### src/live_insert_consts.vh
// Constants for the live-insertion power control block
// Notes on behaviour
// - Card seated (present low) permits switch on
// - Present high forces pass switch drive off
// - Each present-input change logs an event bit
// - Present falling: sample request, clear faults
// - Request rising switches on, falling switches off
// - Power-up: command bit follows request after 100ms
// - Request low at power-up: wait for host
// - Request falling edge clears fault register
// - Output sense below threshold means power bad
// - Config bits select pull-low or release on bad
// - Power-bad fault only after start-up, drive on
// - Reset default: pin pulls low when bad
// - Fault pulls the alert line low
// - Alert only for faults enabled in alert-enable
// - Excess voltage logs fault, drive switched off
// - Three-state straps decode to 27 addresses
// - Low-voltage reset clears faults, re-permits drive
// - Reset clears faults, sets control defaults
`ifndef LIVE_INSERT_CONSTS_VH
`define LIVE_INSERT_CONSTS_VH

// Register byte offsets
`define REG_CONTROL 8'h00
`define REG_FAULT 8'h04
`define REG_ALERT_EN 8'h08
`define REG_STATUS 8'h0C
`define REG_IRQ_MASK 8'h10

// Control register fields
`define SWITCH_CMD_BIT_POS 3
`define PG_PIN_CFG_HI 6
`define PG_PIN_CFG_LO 7
`define CONTROL_RST 8'h00

// Fault / alert-enable / irq-mask layout
`define FAULT_EXCESS_V 0
`define FAULT_POWER_BAD 1
`define FAULT_PRESENT_CHG 2
`define FAULT_W 3
`define FAULT_RST 3'h0
`define ALERT_EN_RST 3'h0
`define IRQ_MASK_RST 3'h0

// Pin config codes {cfg_lo, cfg_hi}
`define PG_CFG_LOW_ON_BAD 2'h0
`define PG_CFG_RELEASE_ON_BAD 2'h1
`define PG_CFG_RELEASED 2'h2
`define PG_CFG_LOW 2'h3

// Status register fields
`define ST_PRESENT_N 0
`define ST_REQUEST 1
`define ST_POWER_GOOD 2
`define ST_EXCESS_V 3
`define ST_GATE_ON 4
`define ST_STARTUP_DONE 5
`define ST_BUS_ID_LSB 8

// Strap decode codes
`define TRIT_LOW 2'h0
`define TRIT_HIGH 2'h1
`define TRIT_OPEN 2'h2

// Timing
`define SYS_CLK_KHZ 100000
`define POWERUP_DELAY_MS 100
`define STARTUP_TIME_MS 100

`endif

### src/in_sync.v
// Two-flop synchroniser for a bundle of pin inputs
`timescale 1ns/1ps
module in_sync #(
   parameter W = 1,
   parameter [W-1:0] RST_VAL = {W{1'b0}}
) (
   input wire i_sys_clk,
   input wire i_sys_rst,
   input wire [W-1:0] i_async,
   output reg [W-1:0] o_sync
);
   reg [W-1:0] meta_r;

   always @(posedge i_sys_clk or posedge i_sys_rst) begin
      if (i_sys_rst) begin
         meta_r <= RST_VAL;
         o_sync <= RST_VAL;
      end else begin
         meta_r <= i_async;
         o_sync <= meta_r;
      end
   end
endmodule // in_sync

### src/live_insert_power_control.v
// Switch control, fault logging and register slave for live insertion
`include "live_insert_consts.vh"
`timescale 1ns/1ps
module live_insert_power_control #(
   parameter POWERUP_CYC = `POWERUP_DELAY_MS * `SYS_CLK_KHZ,
   parameter STARTUP_CYC = `STARTUP_TIME_MS * `SYS_CLK_KHZ
) (
   input wire i_sys_clk,
   input wire i_sys_rst,
   // Wishbone classic slave
   input wire i_wb_cyc,
   input wire i_wb_stb,
   input wire i_wb_we,
   input wire [7:0] i_wb_adr,
   input wire [3:0] i_wb_sel,
   input wire [31:0] i_wb_dat,
   output reg o_wb_ack,
   output reg [31:0] o_wb_dat,
   // Comparator and pin inputs
   input wire i_board_present_n,
   input wire i_power_request,
   input wire i_output_level_sense,
   input wire i_excess_voltage_sense,
   input wire i_low_voltage_sense,
   input wire [2:0] i_bus_id_straps_hi,
   input wire [2:0] i_bus_id_straps_lo,
   // Outputs
   output reg o_gate_on,
   output reg o_gpio_out,
   output reg o_gpio_oe,
   output reg o_alert_out,
   output reg o_alert_oe,
   output reg o_irq,
   output reg [4:0] o_bus_id
);
   localparam ST_INIT = 2'h0;
   localparam ST_OFF = 2'h1;
   localparam ST_RAMP = 2'h2;
   localparam ST_ON = 2'h3;
   localparam CNT_W = 32;
   // Counter end points sized to the counter
   localparam [CNT_W-1:0] POWERUP_LAST = POWERUP_CYC - 1;
   localparam [CNT_W-1:0] STARTUP_LAST = STARTUP_CYC - 1;
   localparam [10:0] SYNC_RST = 11'h001;

   wire [10:0] pin_async;
   wire [10:0] sync_w;
   wire present_n;
   wire request;
   wire power_good;
   wire excess_v;
   wire low_v_reset;
   wire [2:0] strap_hi;
   wire [2:0] strap_lo;
   wire [1:0] trit0;
   wire [1:0] trit1;
   wire [1:0] trit2;

   // Bit order here fixes the sync_w slices below
   assign pin_async = {
      i_bus_id_straps_lo,
      i_bus_id_straps_hi,
      i_low_voltage_sense,
      i_excess_voltage_sense,
      i_output_level_sense,
      i_power_request,
      i_board_present_n
   };

   in_sync #(
      .W(11),
      .RST_VAL(SYNC_RST)
   ) u_sync (
      .i_sys_clk(i_sys_clk),
      .i_sys_rst(i_sys_rst),
      .i_async(pin_async),
      .o_sync(sync_w)
   );

   assign present_n = sync_w[0];
   assign request = sync_w[1];
   assign power_good = sync_w[2];
   assign excess_v = sync_w[3];
   assign low_v_reset = sync_w[4];
   assign strap_hi = sync_w[7:5];
   assign strap_lo = sync_w[10:8];

   // Each strap decoded alone from its settled comparator pair
   strap_decode u_strap0 (
      .i_above_hi(strap_hi[0]),
      .i_below_lo(strap_lo[0]),
      .o_trit(trit0)
   );
   strap_decode u_strap1 (
      .i_above_hi(strap_hi[1]),
      .i_below_lo(strap_lo[1]),
      .o_trit(trit1)
   );
   strap_decode u_strap2 (
      .i_above_hi(strap_hi[2]),
      .i_below_lo(strap_lo[2]),
      .o_trit(trit2)
   );

   reg [7:0] control_r;
   reg [7:0] control_nxt;
   reg [`FAULT_W-1:0] fault_r;
   reg [`FAULT_W-1:0] fault_nxt;
   reg [`FAULT_W-1:0] alert_en_r;
   reg [`FAULT_W-1:0] irq_mask_r;
   reg [1:0] state_r;
   reg [1:0] state_nxt;
   reg [CNT_W-1:0] cnt_r;
   reg [CNT_W-1:0] cnt_nxt;
   reg present_n_q_r;
   reg request_q_r;
   reg gate_nxt;
   reg gpio_oe_nxt;
   reg [`FAULT_W-1:0] fault_set;
   reg [`FAULT_W-1:0] fault_wclr;
   reg fault_clr_all;
   reg [31:0] rd_data;
   reg [4:0] bus_id_nxt;
   reg [2:0] settle_r;

   // Sync flops show reset values for two edges; mask the fake edges
   wire edge_ok = settle_r[2];
   wire present_fall = edge_ok & present_n_q_r & ~present_n;
   wire present_edge = edge_ok & (present_n_q_r ^ present_n);
   wire request_rise = edge_ok & ~request_q_r & request;
   wire request_fall = edge_ok & request_q_r & ~request;
   wire wb_req = i_wb_cyc & i_wb_stb & ~o_wb_ack;
   wire wb_wr = wb_req & i_wb_we & i_wb_sel[0];
   // One write strobe per writable register; status is read-only and has none
   wire wr_control = wb_wr & (i_wb_adr == `REG_CONTROL);
   wire wr_fault = wb_wr & (i_wb_adr == `REG_FAULT);
   wire wr_alert_en = wb_wr & (i_wb_adr == `REG_ALERT_EN);
   wire wr_irq_mask = wb_wr & (i_wb_adr == `REG_IRQ_MASK);
   wire powerup_end = (state_r == ST_INIT) && (cnt_r == POWERUP_LAST);
   wire startup_done = (state_r == ST_ON);
   wire [1:0] pg_cfg = {control_r[`PG_PIN_CFG_LO],
      control_r[`PG_PIN_CFG_HI]};

   // Edge history for pin inputs
   always @(posedge i_sys_clk or posedge i_sys_rst) begin
      if (i_sys_rst) begin
         present_n_q_r <= 1'b1;
         request_q_r <= 1'b0;
         settle_r <= 3'h0;
      end else begin
         present_n_q_r <= present_n;
         request_q_r <= request;
         // Fills once the history holds real pin data
         settle_r <= {settle_r[1:0], 1'b1};
      end
   end

   // Control register: host writes, then pin events on top
   always @* begin
      control_nxt = control_r;
      if (wr_control)
         control_nxt = i_wb_dat[7:0];
      // Power-up: command bit adopts the request level once delay ends
      if (powerup_end)
         control_nxt[`SWITCH_CMD_BIT_POS] = request;
      if (request_rise)
         control_nxt[`SWITCH_CMD_BIT_POS] = 1'b1;
      if (request_fall)
         control_nxt[`SWITCH_CMD_BIT_POS] = 1'b0;
      // Insertion has the last word
      if (present_fall)
         control_nxt[`SWITCH_CMD_BIT_POS] = request;
   end

   // Fault logging; a new event wins over any clear in the same cycle
   always @* begin
      fault_set = {`FAULT_W{1'b0}};
      fault_set[`FAULT_EXCESS_V] = excess_v;
      fault_set[`FAULT_POWER_BAD] = ~power_good & startup_done
         & o_gate_on;
      fault_set[`FAULT_PRESENT_CHG] = present_edge;
      // Clears wipe the log; events of the same cycle still land
      fault_clr_all = present_fall | request_fall
         | low_v_reset;
      fault_wclr = {`FAULT_W{1'b0}};
      if (wr_fault)
         fault_wclr = i_wb_dat[`FAULT_W-1:0];
      fault_nxt = fault_r;
      if (fault_clr_all)
         fault_nxt = {`FAULT_W{1'b0}};
      fault_nxt = (fault_nxt & ~fault_wclr) | fault_set;
   end

   // Drive permitted only with card seated and no excess-voltage fault
   always @* begin
      gate_nxt = control_nxt[`SWITCH_CMD_BIT_POS] & ~present_n
         & ~fault_nxt[`FAULT_EXCESS_V];
      // Power-up window keeps the drive off whatever the command says
      if (state_r == ST_INIT)
         gate_nxt = 1'b0;
   end

   // Start-up sequence: power-up delay, then ramp window after turn-on
   always @* begin
      state_nxt = state_r;
      cnt_nxt = cnt_r;
      case (state_r)
         ST_INIT: begin
            if (powerup_end) begin
               state_nxt = ST_OFF;
               cnt_nxt = {CNT_W{1'b0}};
            end else begin
               cnt_nxt = cnt_r + 1'b1;
            end
         end
         ST_OFF: begin
            cnt_nxt = {CNT_W{1'b0}};
            if (gate_nxt)
               state_nxt = ST_RAMP;
         end
         // Drive dropping at any point sends the sequence back to off; the ramp window restarts at next turn-on
         ST_RAMP: begin
            if (!gate_nxt) begin
               state_nxt = ST_OFF;
               cnt_nxt = {CNT_W{1'b0}};
            end else if (cnt_r == STARTUP_LAST) begin
               state_nxt = ST_ON;
            end else begin
               cnt_nxt = cnt_r + 1'b1;
            end
         end
         ST_ON: begin
            if (!gate_nxt) begin
               state_nxt = ST_OFF;
               cnt_nxt = {CNT_W{1'b0}};
            end
         end
         default: begin
            state_nxt = ST_INIT;
            cnt_nxt = {CNT_W{1'b0}};
         end
      endcase
   end

   // Power-good pin; a pulled-low pin reads as bad at reset
   always @* begin
      case (pg_cfg)
         `PG_CFG_LOW_ON_BAD: gpio_oe_nxt = ~power_good;
         `PG_CFG_RELEASE_ON_BAD: gpio_oe_nxt = power_good;
         `PG_CFG_RELEASED: gpio_oe_nxt = 1'b0;
         default: gpio_oe_nxt = 1'b1;
      endcase
   end

   // Bus address from three three-state straps
   always @* begin
      bus_id_nxt = trit2 * 5'd9 + trit1 * 5'd3 + {3'h0, trit0};
   end

   // Register read mux; unmapped addresses read zero
   always @* begin
      rd_data = 32'h0000_0000;
      if (i_wb_adr == `REG_CONTROL) begin
         rd_data[7:0] = control_r;
      end else if (i_wb_adr == `REG_FAULT) begin
         rd_data[`FAULT_W-1:0] = fault_r;
      end else if (i_wb_adr == `REG_ALERT_EN) begin
         rd_data[`FAULT_W-1:0] = alert_en_r;
      end else if (i_wb_adr == `REG_STATUS) begin
         rd_data[`ST_PRESENT_N] = present_n;
         rd_data[`ST_REQUEST] = request;
         rd_data[`ST_POWER_GOOD] = power_good;
         rd_data[`ST_EXCESS_V] = excess_v;
         rd_data[`ST_GATE_ON] = o_gate_on;
         rd_data[`ST_STARTUP_DONE] = startup_done;
         rd_data[`ST_BUS_ID_LSB+4:`ST_BUS_ID_LSB] = o_bus_id;
      end else if (i_wb_adr == `REG_IRQ_MASK) begin
         rd_data[`FAULT_W-1:0] = irq_mask_r;
      end
   end

   // Register file
   always @(posedge i_sys_clk or posedge i_sys_rst) begin
      if (i_sys_rst) begin
         control_r <= `CONTROL_RST;
         fault_r <= `FAULT_RST;
         alert_en_r <= `ALERT_EN_RST;
         irq_mask_r <= `IRQ_MASK_RST;
      end else begin
         control_r <= control_nxt;
         fault_r <= fault_nxt;
         if (wr_alert_en)
            alert_en_r <= i_wb_dat[`FAULT_W-1:0];
         if (wr_irq_mask)
            irq_mask_r <= i_wb_dat[`FAULT_W-1:0];
      end
   end

   // Sequencer state and its shared counter
   always @(posedge i_sys_clk or posedge i_sys_rst) begin
      if (i_sys_rst) begin
         state_r <= ST_INIT;
         cnt_r <= {CNT_W{1'b0}};
      end else begin
         state_r <= state_nxt;
         cnt_r <= cnt_nxt;
      end
   end

   // Pin outputs; alert and irq follow the fault value being stored
   always @(posedge i_sys_clk or posedge i_sys_rst) begin
      if (i_sys_rst) begin
         o_gate_on <= 1'b0;
         o_gpio_out <= 1'b0;
         o_gpio_oe <= 1'b1;
         o_alert_out <= 1'b0;
         o_alert_oe <= 1'b0;
         o_irq <= 1'b0;
         o_bus_id <= 5'h00;
      end else begin
         o_gate_on <= gate_nxt;
         // Open-drain pins only ever pull low; the enable does the work
         o_gpio_out <= 1'b0;
         o_gpio_oe <= gpio_oe_nxt;
         o_alert_out <= 1'b0;
         o_alert_oe <= |(fault_nxt & alert_en_r);
         o_irq <= |(fault_nxt & irq_mask_r);
         o_bus_id <= bus_id_nxt;
      end
   end

   // Bus answer; ack one cycle after the request, dropped the next
   always @(posedge i_sys_clk or posedge i_sys_rst) begin
      if (i_sys_rst) begin
         o_wb_ack <= 1'b0;
         o_wb_dat <= 32'h0000_0000;
      end else begin
         o_wb_ack <= wb_req;
         if (wb_req)
            o_wb_dat <= rd_data;
      end
   end
endmodule // live_insert_power_control

### src/strap_decode.v
// Decodes one three-state address strap into low, high or open
`include "live_insert_consts.vh"
`timescale 1ns/1ps
module strap_decode (
   input wire i_above_hi,
   input wire i_below_lo,
   output reg [1:0] o_trit
);
   // Both comparators tripping is impossible; high wins
   always @* begin
      if (i_above_hi)
         o_trit = `TRIT_HIGH;
      else if (i_below_lo)
         o_trit = `TRIT_LOW;
      else
         o_trit = `TRIT_OPEN;
   end
endmodule // strap_decode
### config.mk
export PLATFORM = sky130hd
export DESIGN_NAME = live_insert_power_control
export DESIGN_NICKNAME = d
export VERILOG_FILES = /design/src/in_sync.v /design/src/live_insert_power_control.v /design/src/strap_decode.v
export VERILOG_INCLUDE_DIRS = /design/src
export SDC_FILE = /design/constraint.sdc
export NUM_CORES = 1
export LEC_CHECK = 0
export BUFFER_PORTS_ARGS = -buffer_cell sky130_fd_sc_hd__buf_2
export CAP_MARGIN = 40
export CORE_AREA = 2 2 142 144
export DETAILED_ROUTE_END_ITERATION = 10
export DIE_AREA = 0 0 144 146
export PLACE_DENSITY = 0.39
export SLEW_MARGIN = 20
export SYNTH_ARGS = -nofsm -noshare
export SYNTH_HDL_FRONTEND = slang
export SYNTH_HIERARCHICAL = 1
export SYNTH_SLANG_ARGS = --single-unit
### constraint.sdc
create_clock -name i_sys_clk -period 5.8 [get_ports i_sys_clk]
set_input_delay 0.29 -clock i_sys_clk [delete_from_list [all_inputs] [get_ports i_sys_clk]]
set_output_delay 0.29 -clock i_sys_clk [all_outputs]
set_load 0.02 [all_outputs]
* Word-level counts from Yosys, hierarchy flattened
Cells that the tools add are included.
** Word-level totals
- Flip-flop bits (word level) :: 101
- Output and inout bits :: 44
- Logic and storage cells :: 119
** Cells by class
- $add $sub $neg :: 3
- $mul :: 2
- Eq/ne operators :: 15
- Muxes and demuxes :: 39
- Bitwise gates (word level) :: 33
- Reduce and logical (&&, ||, !) cells :: 8
** Operators with widths (count)
- $mux 32 :: 4
- $pmux 32 s4 :: 1
- $add 32x1->32 const B :: 1
- $eq 32x24->1 const B :: 1
- $mux 3 :: 9
- $mux 2 :: 12
- $mux 5 :: 4
- $and 1x1->1 :: 19
- $eq 8x4->1 const B :: 2
- $and 3x3->3 :: 3
- $eq 8x3->1 const B :: 1
- $eq 8x5->1 const B :: 1
- $logic_not 8->1 :: 1
- $pmux 2 s4 :: 1
- $eq 2x2->1 const B :: 3
- $mux 6 :: 1
- $ne 2x2->1 const B :: 3
- $ne 3x3->1 const B :: 2
- $not 1->1 :: 6
- $reduce_or 3->1 :: 2
- $add 5x2->5 :: 1
- $add 5x4->5 :: 1
- $mul 2x4->5 const B :: 1
- $mux 1 :: 5
- 12 further kinds :: 15

* Depth between registers and ports, before layout
Gate-level depths: netlist of run 1.
- Depth after elaboration :: 15
- Gate-level depth with buffers :: 11

* Modules after synthesis
Netlist of run 1, hierarchy kept.
** Modules (own cells, without submodules)
- live_insert_power_control :: instances 1, cells each 411, area each 4224.1 um^2, seq. area each 1979.4 um^2
- in_sync :: instances 1, cells each 23, area each 556.8 um^2, seq. area each 553.0 um^2
- strap_decode :: instances 3, cells each 2, area each 11.3 um^2, seq. area each 0.0 um^2

* Least setup slack after synthesis of run 1
OpenSTA, ideal clock, no wires.
- Path type :: in2reg
- From :: in i_wb_adr[4]
- To :: reg cnt_r[25]
- Library setup time :: 0.101 ns
- Arrival :: 2.857 ns
- Data required time :: 5.699 ns
- Path slack :: 2.842 ns
- Cell stages on the path :: 10
- Path buffers :: 2
- Cell sequence :: or4_1 -> buf_2 -> nor4_1 -> nand2_1 -> a311o_1 -> a211oi_4 -> a22o_2 -> nand2_1 -> buf_6 -> o311ai_2
** Between the ends
- Longest elaborated chain between the ends :: 12
- Elaborated cells between the ends (all ways) :: 22
- Classes of those cells :: eq/ne: 3; mux: 9; bitwise: 8; reduce/logical: 2
** Ends and longest elaborated chain
- start: declaration :: line live_insert_power_control.v:14 : input wire [7:0] i_wb_adr,
- $logic_not 8->1 (no source line)
- $and 1x1->1 :: line live_insert_power_control.v:135 : wire wr_control = wb_wr & (i_wb_adr == `REG_CONTROL);
- $mux 4 :: line live_insert_power_control.v:161 : if (wr_control)
- $mux 1 :: line live_insert_power_control.v:164 : if (powerup_end)
- $mux 1 :: line live_insert_power_control.v:166 : if (request_rise)
- $mux 1 :: line live_insert_power_control.v:168 : if (request_fall)
- $mux 1 :: line live_insert_power_control.v:171 : if (present_fall)
- $and 1x1->1 :: line live_insert_power_control.v:196 : gate_nxt = control_nxt[`SWITCH_CMD_BIT_POS] & ~present_n
- $and 1x1->1 (*) :: line live_insert_power_control.v:196
- $mux 1 (*) :: line live_insert_power_control.v:199 : if (state_r == ST_INIT)
- via gate_nxt :: line live_insert_power_control.v:117 : reg gate_nxt;
- $mux 32, or another cell as far along :: line live_insert_power_control.v:223 : if (!gate_nxt) begin
- $pmux 32 s4 or $reduce_and 2->1 (tied branches)
- end signal: assignment :: line live_insert_power_control.v:303 : cnt_r <= {CNT_W{1'b0}};
- end signal: assignment :: line live_insert_power_control.v:306 : cnt_r <= cnt_nxt;
- end: declaration :: line live_insert_power_control.v:113 : reg [CNT_W-1:0] cnt_r;
Mark *: on every way through the listed nets, which the timed path passes. The rest lies on a longest branch.
A chain may end at the register's enable or synchronous reset.

* Final worst setup path of run 1
- From :: reg o_wb_ack
- To :: reg cnt_r[16]
** Between the ends
- Longest elaborated chain between the ends :: 15
- Elaborated cells between the ends (all ways) :: 24
- Classes of those cells :: eq/ne: 2; mux: 9; bitwise: 12; reduce/logical: 1
** Ends and longest elaborated chain
- start: declaration :: line live_insert_power_control.v:17 : output reg o_wb_ack,
- start signal: assignment :: line live_insert_power_control.v:338 : o_wb_ack <= wb_req;
- $not 1->1 (*) :: line live_insert_power_control.v:132 : wire wb_req = i_wb_cyc & i_wb_stb & ~o_wb_ack;
- $and 1x1->1 (*) :: line live_insert_power_control.v:132
- $and 1x1->1 (*) (2 in series) :: line live_insert_power_control.v:133 : wire wb_wr = wb_req & i_wb_we & i_wb_sel[0];
- $and 1x1->1 :: line live_insert_power_control.v:135
- $mux 4 :: line live_insert_power_control.v:161
- $mux 1 :: line live_insert_power_control.v:164
- $mux 1 :: line live_insert_power_control.v:166
- $mux 1 :: line live_insert_power_control.v:168
- $mux 1 :: line live_insert_power_control.v:171
- $and 1x1->1 :: line live_insert_power_control.v:196
- $and 1x1->1 (*) :: line live_insert_power_control.v:196
- $mux 1 (*) :: line live_insert_power_control.v:199
- via gate_nxt :: line live_insert_power_control.v:117
- $mux 32, or another cell as far along :: line live_insert_power_control.v:223
- $pmux 32 s4 or $reduce_and 2->1 (tied branches)
Marked as above.

==> flow_summary.json, run 1 <==
{
  "ctsHoldBuffers": 0,
  "antenna_found_initial": 0,
  "synth_top_flop_cell": "dfrtp_1",
  "endpoint_kind": "register",
  "slew_viol_final": 0,
  "hp-class": "primary input to register",
  "dr_total_vias": 3512,
  "yosys.area.top_type": "dfrtp_1",
  "synthMuxAreaShare_pct": 3.872,
  "async_reset_ff_share_pct": 100.0,
  "via_per_inst": 4.597,
  "finalWirelength_mm": 10.97,
  "fp-row-count": 51,
  "clockBufferDepth": 2,
  "synth_compound_area_share_pct": 15.46,
  "die_area_mm2": 0.02102,
  "ff2ff_setup_slack_ns": 1.71,
  "critical-path-max-stage-delay_ns": 0.68,
  "nNetsFinal": 568,
  "relSlewSlack_pct": 47.35,
  "syn_inst": 440,
  "hold_viol": 0,
  "ys_ff_latch": 101,
  "cts_buffers": 9,
  "grt_use_total_pct": 10.96,
  "post_cts_buffers": 0,
  "ys_seq_area_share_pct": 52.60,
  "cap_violations": 0,
  "met1_usage_pct": 14.30,
  "wl_per_cell_um": 14.35,
  "clk_latency_ns": 0.35,
  "synth_top_family_by_area": "simple AND/OR/NAND/NOR gates",
  "fin_area_mm2": 0.005620,
  "critPathLaunch": "o_wb_ack",
  "place_ws_ns": 1.618,
  "tightest_slew_ns": 0.7868,
  "synth_warnings": 6,
  "fmaxAchievable_ghz": 0.2443,
  "die_w_um": 144,
  "drt_iter0_drc": 240,
  "synth-simple-area-share_pct": 16.16,
  "crit_end": "cnt_r[16]",
  "rsz0062_at_grt": "false",
  "cts.sinks": 101,
  "synth_cell_type_count": 60,
  "setup_ws_ns": 1.706,
  "finalClockSkew_ns": 0.005342,
  "timing.rr.end": "cnt_r[16]",
  "cts_tree": "yes",
  "place_congestion": 0.7651,
  "postLayoutCoreUtil_pct": 29.07,
  "critPathArrivalTime_ns": 4.31,
  "antenna_cells": 0,
  "final_antenna_net_count": 0,
  "synth_xor_area_share_pct": 0.9096,
  "areaGrowthSynthToFinish_pct": 16.74,
  "required_ns": 6.01,
  "grt_pass1_vias": 3454,
  "netlist_area_mm2": 0.004815,
  "synth_fa_ha_area_share_pct": 4.262,
  "worstRegToRegCells": 9,
  "coreArea_mm2": 0.01933,
  "cts_resized": 0,
  "period_needed_ns": 4.094,
  "layout-drive-gt1-share_pct": 21.64,
  "synth_area_leaders": "dfrtp_1 50%, buf_4 4.1%, a22o_1 3.6%",
  "cp_cell_sequence": "nand3b_1 -> buf_6 -> nor4_4 -> mux2i_1 -> a211o_1 -> a211oi_4 -> nand2b_1 -> nand2_1 -> o22ai_1",
  "pwr_density_cell_mw_per_mm2": 312.6,
  "status": "finished clean",
  "initial_core_util_pct": 24.90,
  "grt-ovfl-total": 0,
  "leakagePower_nw": 2.537,
  "syn_area_per_cell_um2": 10.94,
  "critPathKind": "register to register",
  "worstSetupStartpointType": "register",
  "min_path_cells": 1,
  "grt_pass1_wl_mm": 18.15,
  "crit_slowest_cell": "nor4_4",
  "busiest_layer": "met2",
  "die_y_um": 146,
  "setup_viol": 0,
  "grt_max_degree": 54,
  "synth-edff-count": 0,
  "drc": 0,
  "port_buffers": 55,
  "synth.most_common_cell": "dfrtp_1",
  "hpwl_mm": 7.578,
  "dr.pass1.iters": 5,
  "synth_top_area_share_pct": 50.42,
  "placedInstanceArea_mm2": 0.005295,
  "cts_max_level": 3,
  "clockRootBuffer": "clkbuf_16",
  "fin_crit_sh_pct": 70.59,
  "use_met3_pct": 3.291,
  "path_max_fanout": 18,
  "ir_worst_vdd_v": 0.0001504,
  "synth_common_cells": "97 x dfrtp_1, 43 x nand2_1, 31 x nor2_1",
  "setup_tns_ns": 0,
  "reg2reg_from": "o_wb_ack",
  "path_clk_slew_ns": 0.08,
  "ioPinCount": 104,
  "gr-usage-met2_pct": 17.57
}
==> critical path, delay by kind of cell (launching register included) <==
kind | cells | cell delay (ns)
buf+inv | 1 | 0.28
mux | 1 | 0.16
flops | 1 | 0.37
simple gates | 4 | 2.24
compound gates | 3 | 0.88
==> routing by layer <==
metal,share of wire (%),wire length [um]
met5,0,0
met4,1.4,157
met3,5.3,577
met2,47,5167
met1,46,5065
==> per-stage QoR <==
stage / cells / hold WS [ns] / total power, mW
6_report: 764 / 0.03714 / 1.757
5_1_grt: 764 / 0.01302 / 1.856
4_1_cts: 762 / 0.02208 / 1.786
3_5_place_dp: 746 / 0.3373 / 1.162
3_3_place_gp: 744 / 0.3326 / 1.149
2_1_floorplan: 460 / 0.2777 / 1.075
==> cells in the final DEF, fill, tap and decap left out, types with 3 or more instances in the layout <==
cell type / n
nand2_1: 43
buf_2: 55
a22o_1: 20
or4_1: 4
buf_4: 3
nor2b_1: 5
a222oi_1: 5
dfstp_2: 4
inv_8: 3
conb_1: 22
clkbuf_16: 9
mux2_2: 13
ha_1: 10
and4_1: 4
a22oi_1: 6
a2bb2oi_1: 3
dfrtp_1: 97
nor2_1: 31
nand3_1: 18
nor3_1: 10
inv_1: 12
o21ai_0: 23
fa_1: 4
a21o_1: 8
nand2b_1: 4
mux2i_1: 4
o2bb2ai_1: 3
nand4_1: 9
nor4_1: 8
a31oi_1: 6
xor2_1: 3
a21oi_1: 7
==> state kept, by name, indices dropped and copies added (netlist names) <==
signal / count
alert_en_r: 3
cnt_r: 32
control_r: 8
fault_r: 3
irq_mask_r: 3
o_alert_oe: 1
o_bus_id: 5
o_gate_on: 1
o_gpio_oe: 1
o_irq: 1
o_wb_ack: 1
o_wb_dat: 13
present_n_q_r: 1
request_q_r: 1
settle_r: 3
state_r: 2
u_sync/meta_r: 11
u_sync/o_sync: 11
==> worst min-delay path by stage <==
| stage | start | endpoint |
|---|---|---|
| 6_report | i_bus_id_straps_hi[1] | u_sync/meta_r[6] |
| 5_1_grt | i_board_present_n | u_sync/meta_r[0] |
| 4_1_cts | i_bus_id_straps_hi[1] | u_sync/meta_r[6] |
| 3_5_place_dp | u_sync/meta_r[9] | u_sync/o_sync[9] |
| 3_3_place_gp | settle_r[0] | settle_r[1] |
| 2_1_floorplan | i_sys_rst | u_sync/meta_r[10] |
==> logic make-up after synthesis <==
group / after synthesis
and+or+nand+nor: 151
muxes: 17
other: 2
adders and majority gates: 14
buffers and inverters: 53
AOI/OAI and AO/OA: 97
xor gates and xnor gates: 5
DFF: 101
==> area by class of cell <==
class	instances	area (um2)
Fill cell	2017	13710
Sequential cell	101	2532
Multi-Input combinational cell	306	2041
Timing Repair Buffer	62	361.6
Tap cell	265	331.6
Clock buffer	9	225.2
Clock inverter	7	75.07
Inverter	14	53.80
==> power by group <==
part | total, mW | switching (mW) | internal (mW)
clock | 0.612 | 0.305 | 0.307
combinational | 0.372 | 0.243 | 0.128
sequential | 0.774 | 0.0297 | 0.744
(Power assumes the default switching activity.)
==> run 2, diff against run 1 <==
- clock period: 5.8 -> 3.8 ns (I/O delays scaled with it)
==> flow_summary.json, run 2 (same netlist as run 1, synthesis figures left out) <==
{
  "leakagePower_nw": 2.616,
  "timing.rr.end": "cnt_r[30]",
  "drt_iter0_drc": 214,
  "path_max_fanout": 5,
  "wl_per_cell_um": 14.39,
  "hold-path-endpoint": "control_r[7]",
  "cp_cell_sequence": "ha_1 -> nand4_1 -> nor4_1 -> nand4_1 -> nor3_1 -> nand4_1 -> nor2_1 -> o21ai_0 -> a22o_1",
  "layout_common_cells": "97 x dfrtp_1, 55 x buf_2, 43 x nand2_1",
  "antenna_found_initial": 0,
  "period_needed_ns": 3.070,
  "hpwl_mm": 7.851,
  "reg2reg_from": "cnt_r[0]",
  "place_congestion": 0.7647,
  "required_ns": 4.05,
  "dr_total_vias": 3588,
  "grt_use_total_pct": 11.32,
  "grt_pass1_wl_mm": 18.65,
  "cts_buffers": 9,
  "slew_viol_final": 0,
  "clk_latency_ns": 0.35,
  "setup_viol": 0,
  "nNetsFinal": 585,
  "finalWirelength_mm": 11.24,
  "final_common_cell": "dfrtp_1",
  "hold_start": "i_wb_dat[7]",
  "critPathArrivalTime_ns": 3.32,
  "die_area_mm2": 0.02102,
  "cts.sinks": 101,
  "tightest_slew_ns": 0.7334,
  "ir_worst_vdd_v": 0.0002656,
  "grt-ovfl-total": 0,
  "ff2ff_setup_slack_ns": 0.73,
  "die_w_um": 144,
  "die_y_um": 146,
  "areaGrowthSynthToFinish_pct": 20.04,
  "ioPinCount": 104,
  "relSlewSlack_pct": 50.93,
  "path_clk_slew_ns": 0.08,
  "port_buffers": 55,
  "grt_pass1_vias": 3550,
  "hp-class": "primary input to register",
  "min_path_cells": 2,
  "cts_tree": "yes",
  "clockRootBuffer": "clkbuf_16",
  "crit_slowest_cell": "nor4_1",
  "critical-path-max-stage-delay_ns": 0.61,
  "hold_viol": 0,
  "reg_top3": "cnt_r (32), o_wb_dat (13)",
  "regMostFlops": "cnt_r",
  "fp-row-count": 51,
  "coreArea_mm2": 0.01933,
  "clockBufferDepth": 2,
  "worstSetupStartpointType": "register",
  "largest_register_ffs": 32,
  "layout-drive-gt1-share_pct": 22.09,
  "initial_core_util_pct": 24.90,
  "rsz0062_at_grt": "false",
  "cts_max_level": 3,
  "setup_tns_ns": 0,
  "endpoint_kind": "register",
  "via_per_inst": 4.594,
  "dr.pass1.iters": 6,
  "crit_path_frequent_cell": "nand4_1",
  "drc": 0,
  "fmaxAchievable_ghz": 0.3258,
  "finalClockSkew_ns": 0.008108,
  "pwr_density_cell_mw_per_mm2": 473.7,
  "worstRegToRegCells": 9,
  "placedInstanceArea_mm2": 0.005341,
  "final_antenna_net_count": 0,
  "fin_crit_sh_pct": 80.78,
  "status": "finished clean",
  "grt_max_degree": 36,
  "critPathKind": "register to register",
  "cap_violations": 0,
  "post_cts_buffers": 0,
  "antenna_cells": 0,
  "fin_area_mm2": 0.005779
}
==> run 2: cell types whose count changed in the layout (fill, tap and decap cells not counted) <==
| cell | before | now |
|---|---|---|
| buf_12 | 0 | 2 |
| buf_16 | 1 | 0 |
| buf_4 | 3 | 9 |
| buf_6 | 1 | 0 |
| clkinv_2 | 1 | 2 |
| clkinv_4 | 1 | 2 |
| clkinv_8 | 1 | 2 |
| clkinvlp_4 | 1 | 0 |
| dlygate4sd3_1 | 1 | 12 |
| inv_6 | 1 | 0 |
| inv_8 | 3 | 2 |
==> run 2: cell type report <==
| type | instances | area (um2) |
|---|---|---|
| fillers | 2024 | 13560 |
| repair buffers | 79 | 518.0 |
| multi-input cells | 306 | 2041 |
| well taps | 265 | 331.6 |
| clock inverters | 7 | 77.57 |
| flip-flops and latches | 101 | 2532 |
| inverters | 14 | 53.80 |
| clock buffers | 9 | 225.2 |
==> run 2: power by group <==
group	switching [mW]	leakage, nW	internal, mW	total [mW]
combinational	0.389	1.16	0.239	0.629
clock	0.462	0.149	0.467	0.929
sequential	0.0451	1.31	1.14	1.18
==> run 2: critical path: cells and delay by family, from the launching register on <==
family	cells	cell delay, ns
AOI/OAI and AO/OA	2	0.33
adders and majority gates	1	0.22
DFF	1	0.41
and+or+nand+nor	6	2.00
==> run 2: metrics by stage <==
step	hold WS (ns)	std cells	setup slack [ns]	total power [mW]	util, %
after floorplan	0.1777	460	0.8698	1.641	-
after global placement	0.2997	751	0.4699	1.809	27.52
after detailed placement	0.1730	752	0.4993	1.824	27.63
after CTS	0.05116	780	0.7099	2.789	29.81
after global routing	0.05732	781	0.2766	2.907	29.89
final	0.06271	781	0.7303	2.738	29.89
==> run 2: what timing repair did <==
item | in CTS | in global routing
resized for setup | 0 | 0
endpoints found under the hold margin | 26 | 0
hold buffers | 12 | 0
==> run 2: how the worst max path moves through the flow <==
stage,from,endpoint,cells past startpoint
after global routing,cnt_r[0],cnt_r[30],9
after global placement,i_wb_adr[4],cnt_r[24],10
after detailed placement,i_wb_adr[4],cnt_r[24],10
final,cnt_r[0],cnt_r[30],9
after CTS,cnt_r[0],cnt_r[30],9
after floorplan,o_wb_ack,cnt_r[25],10
==> run 2: per-layer routing <==
| metal | share of wire (%) | vias to the layer above | GRT usage, % |
|---|---|---|---|
| met1 | 50 | 1794 | 16.06 |
| met4 | 1.1 | 0 | 3.382 |
| met5 | 0 | - | 0 |
| met2 | 45 | 91 | 16.67 |
| met3 | 4.1 | 11 | 3.291 |
| li1 | - | 1692 | - |
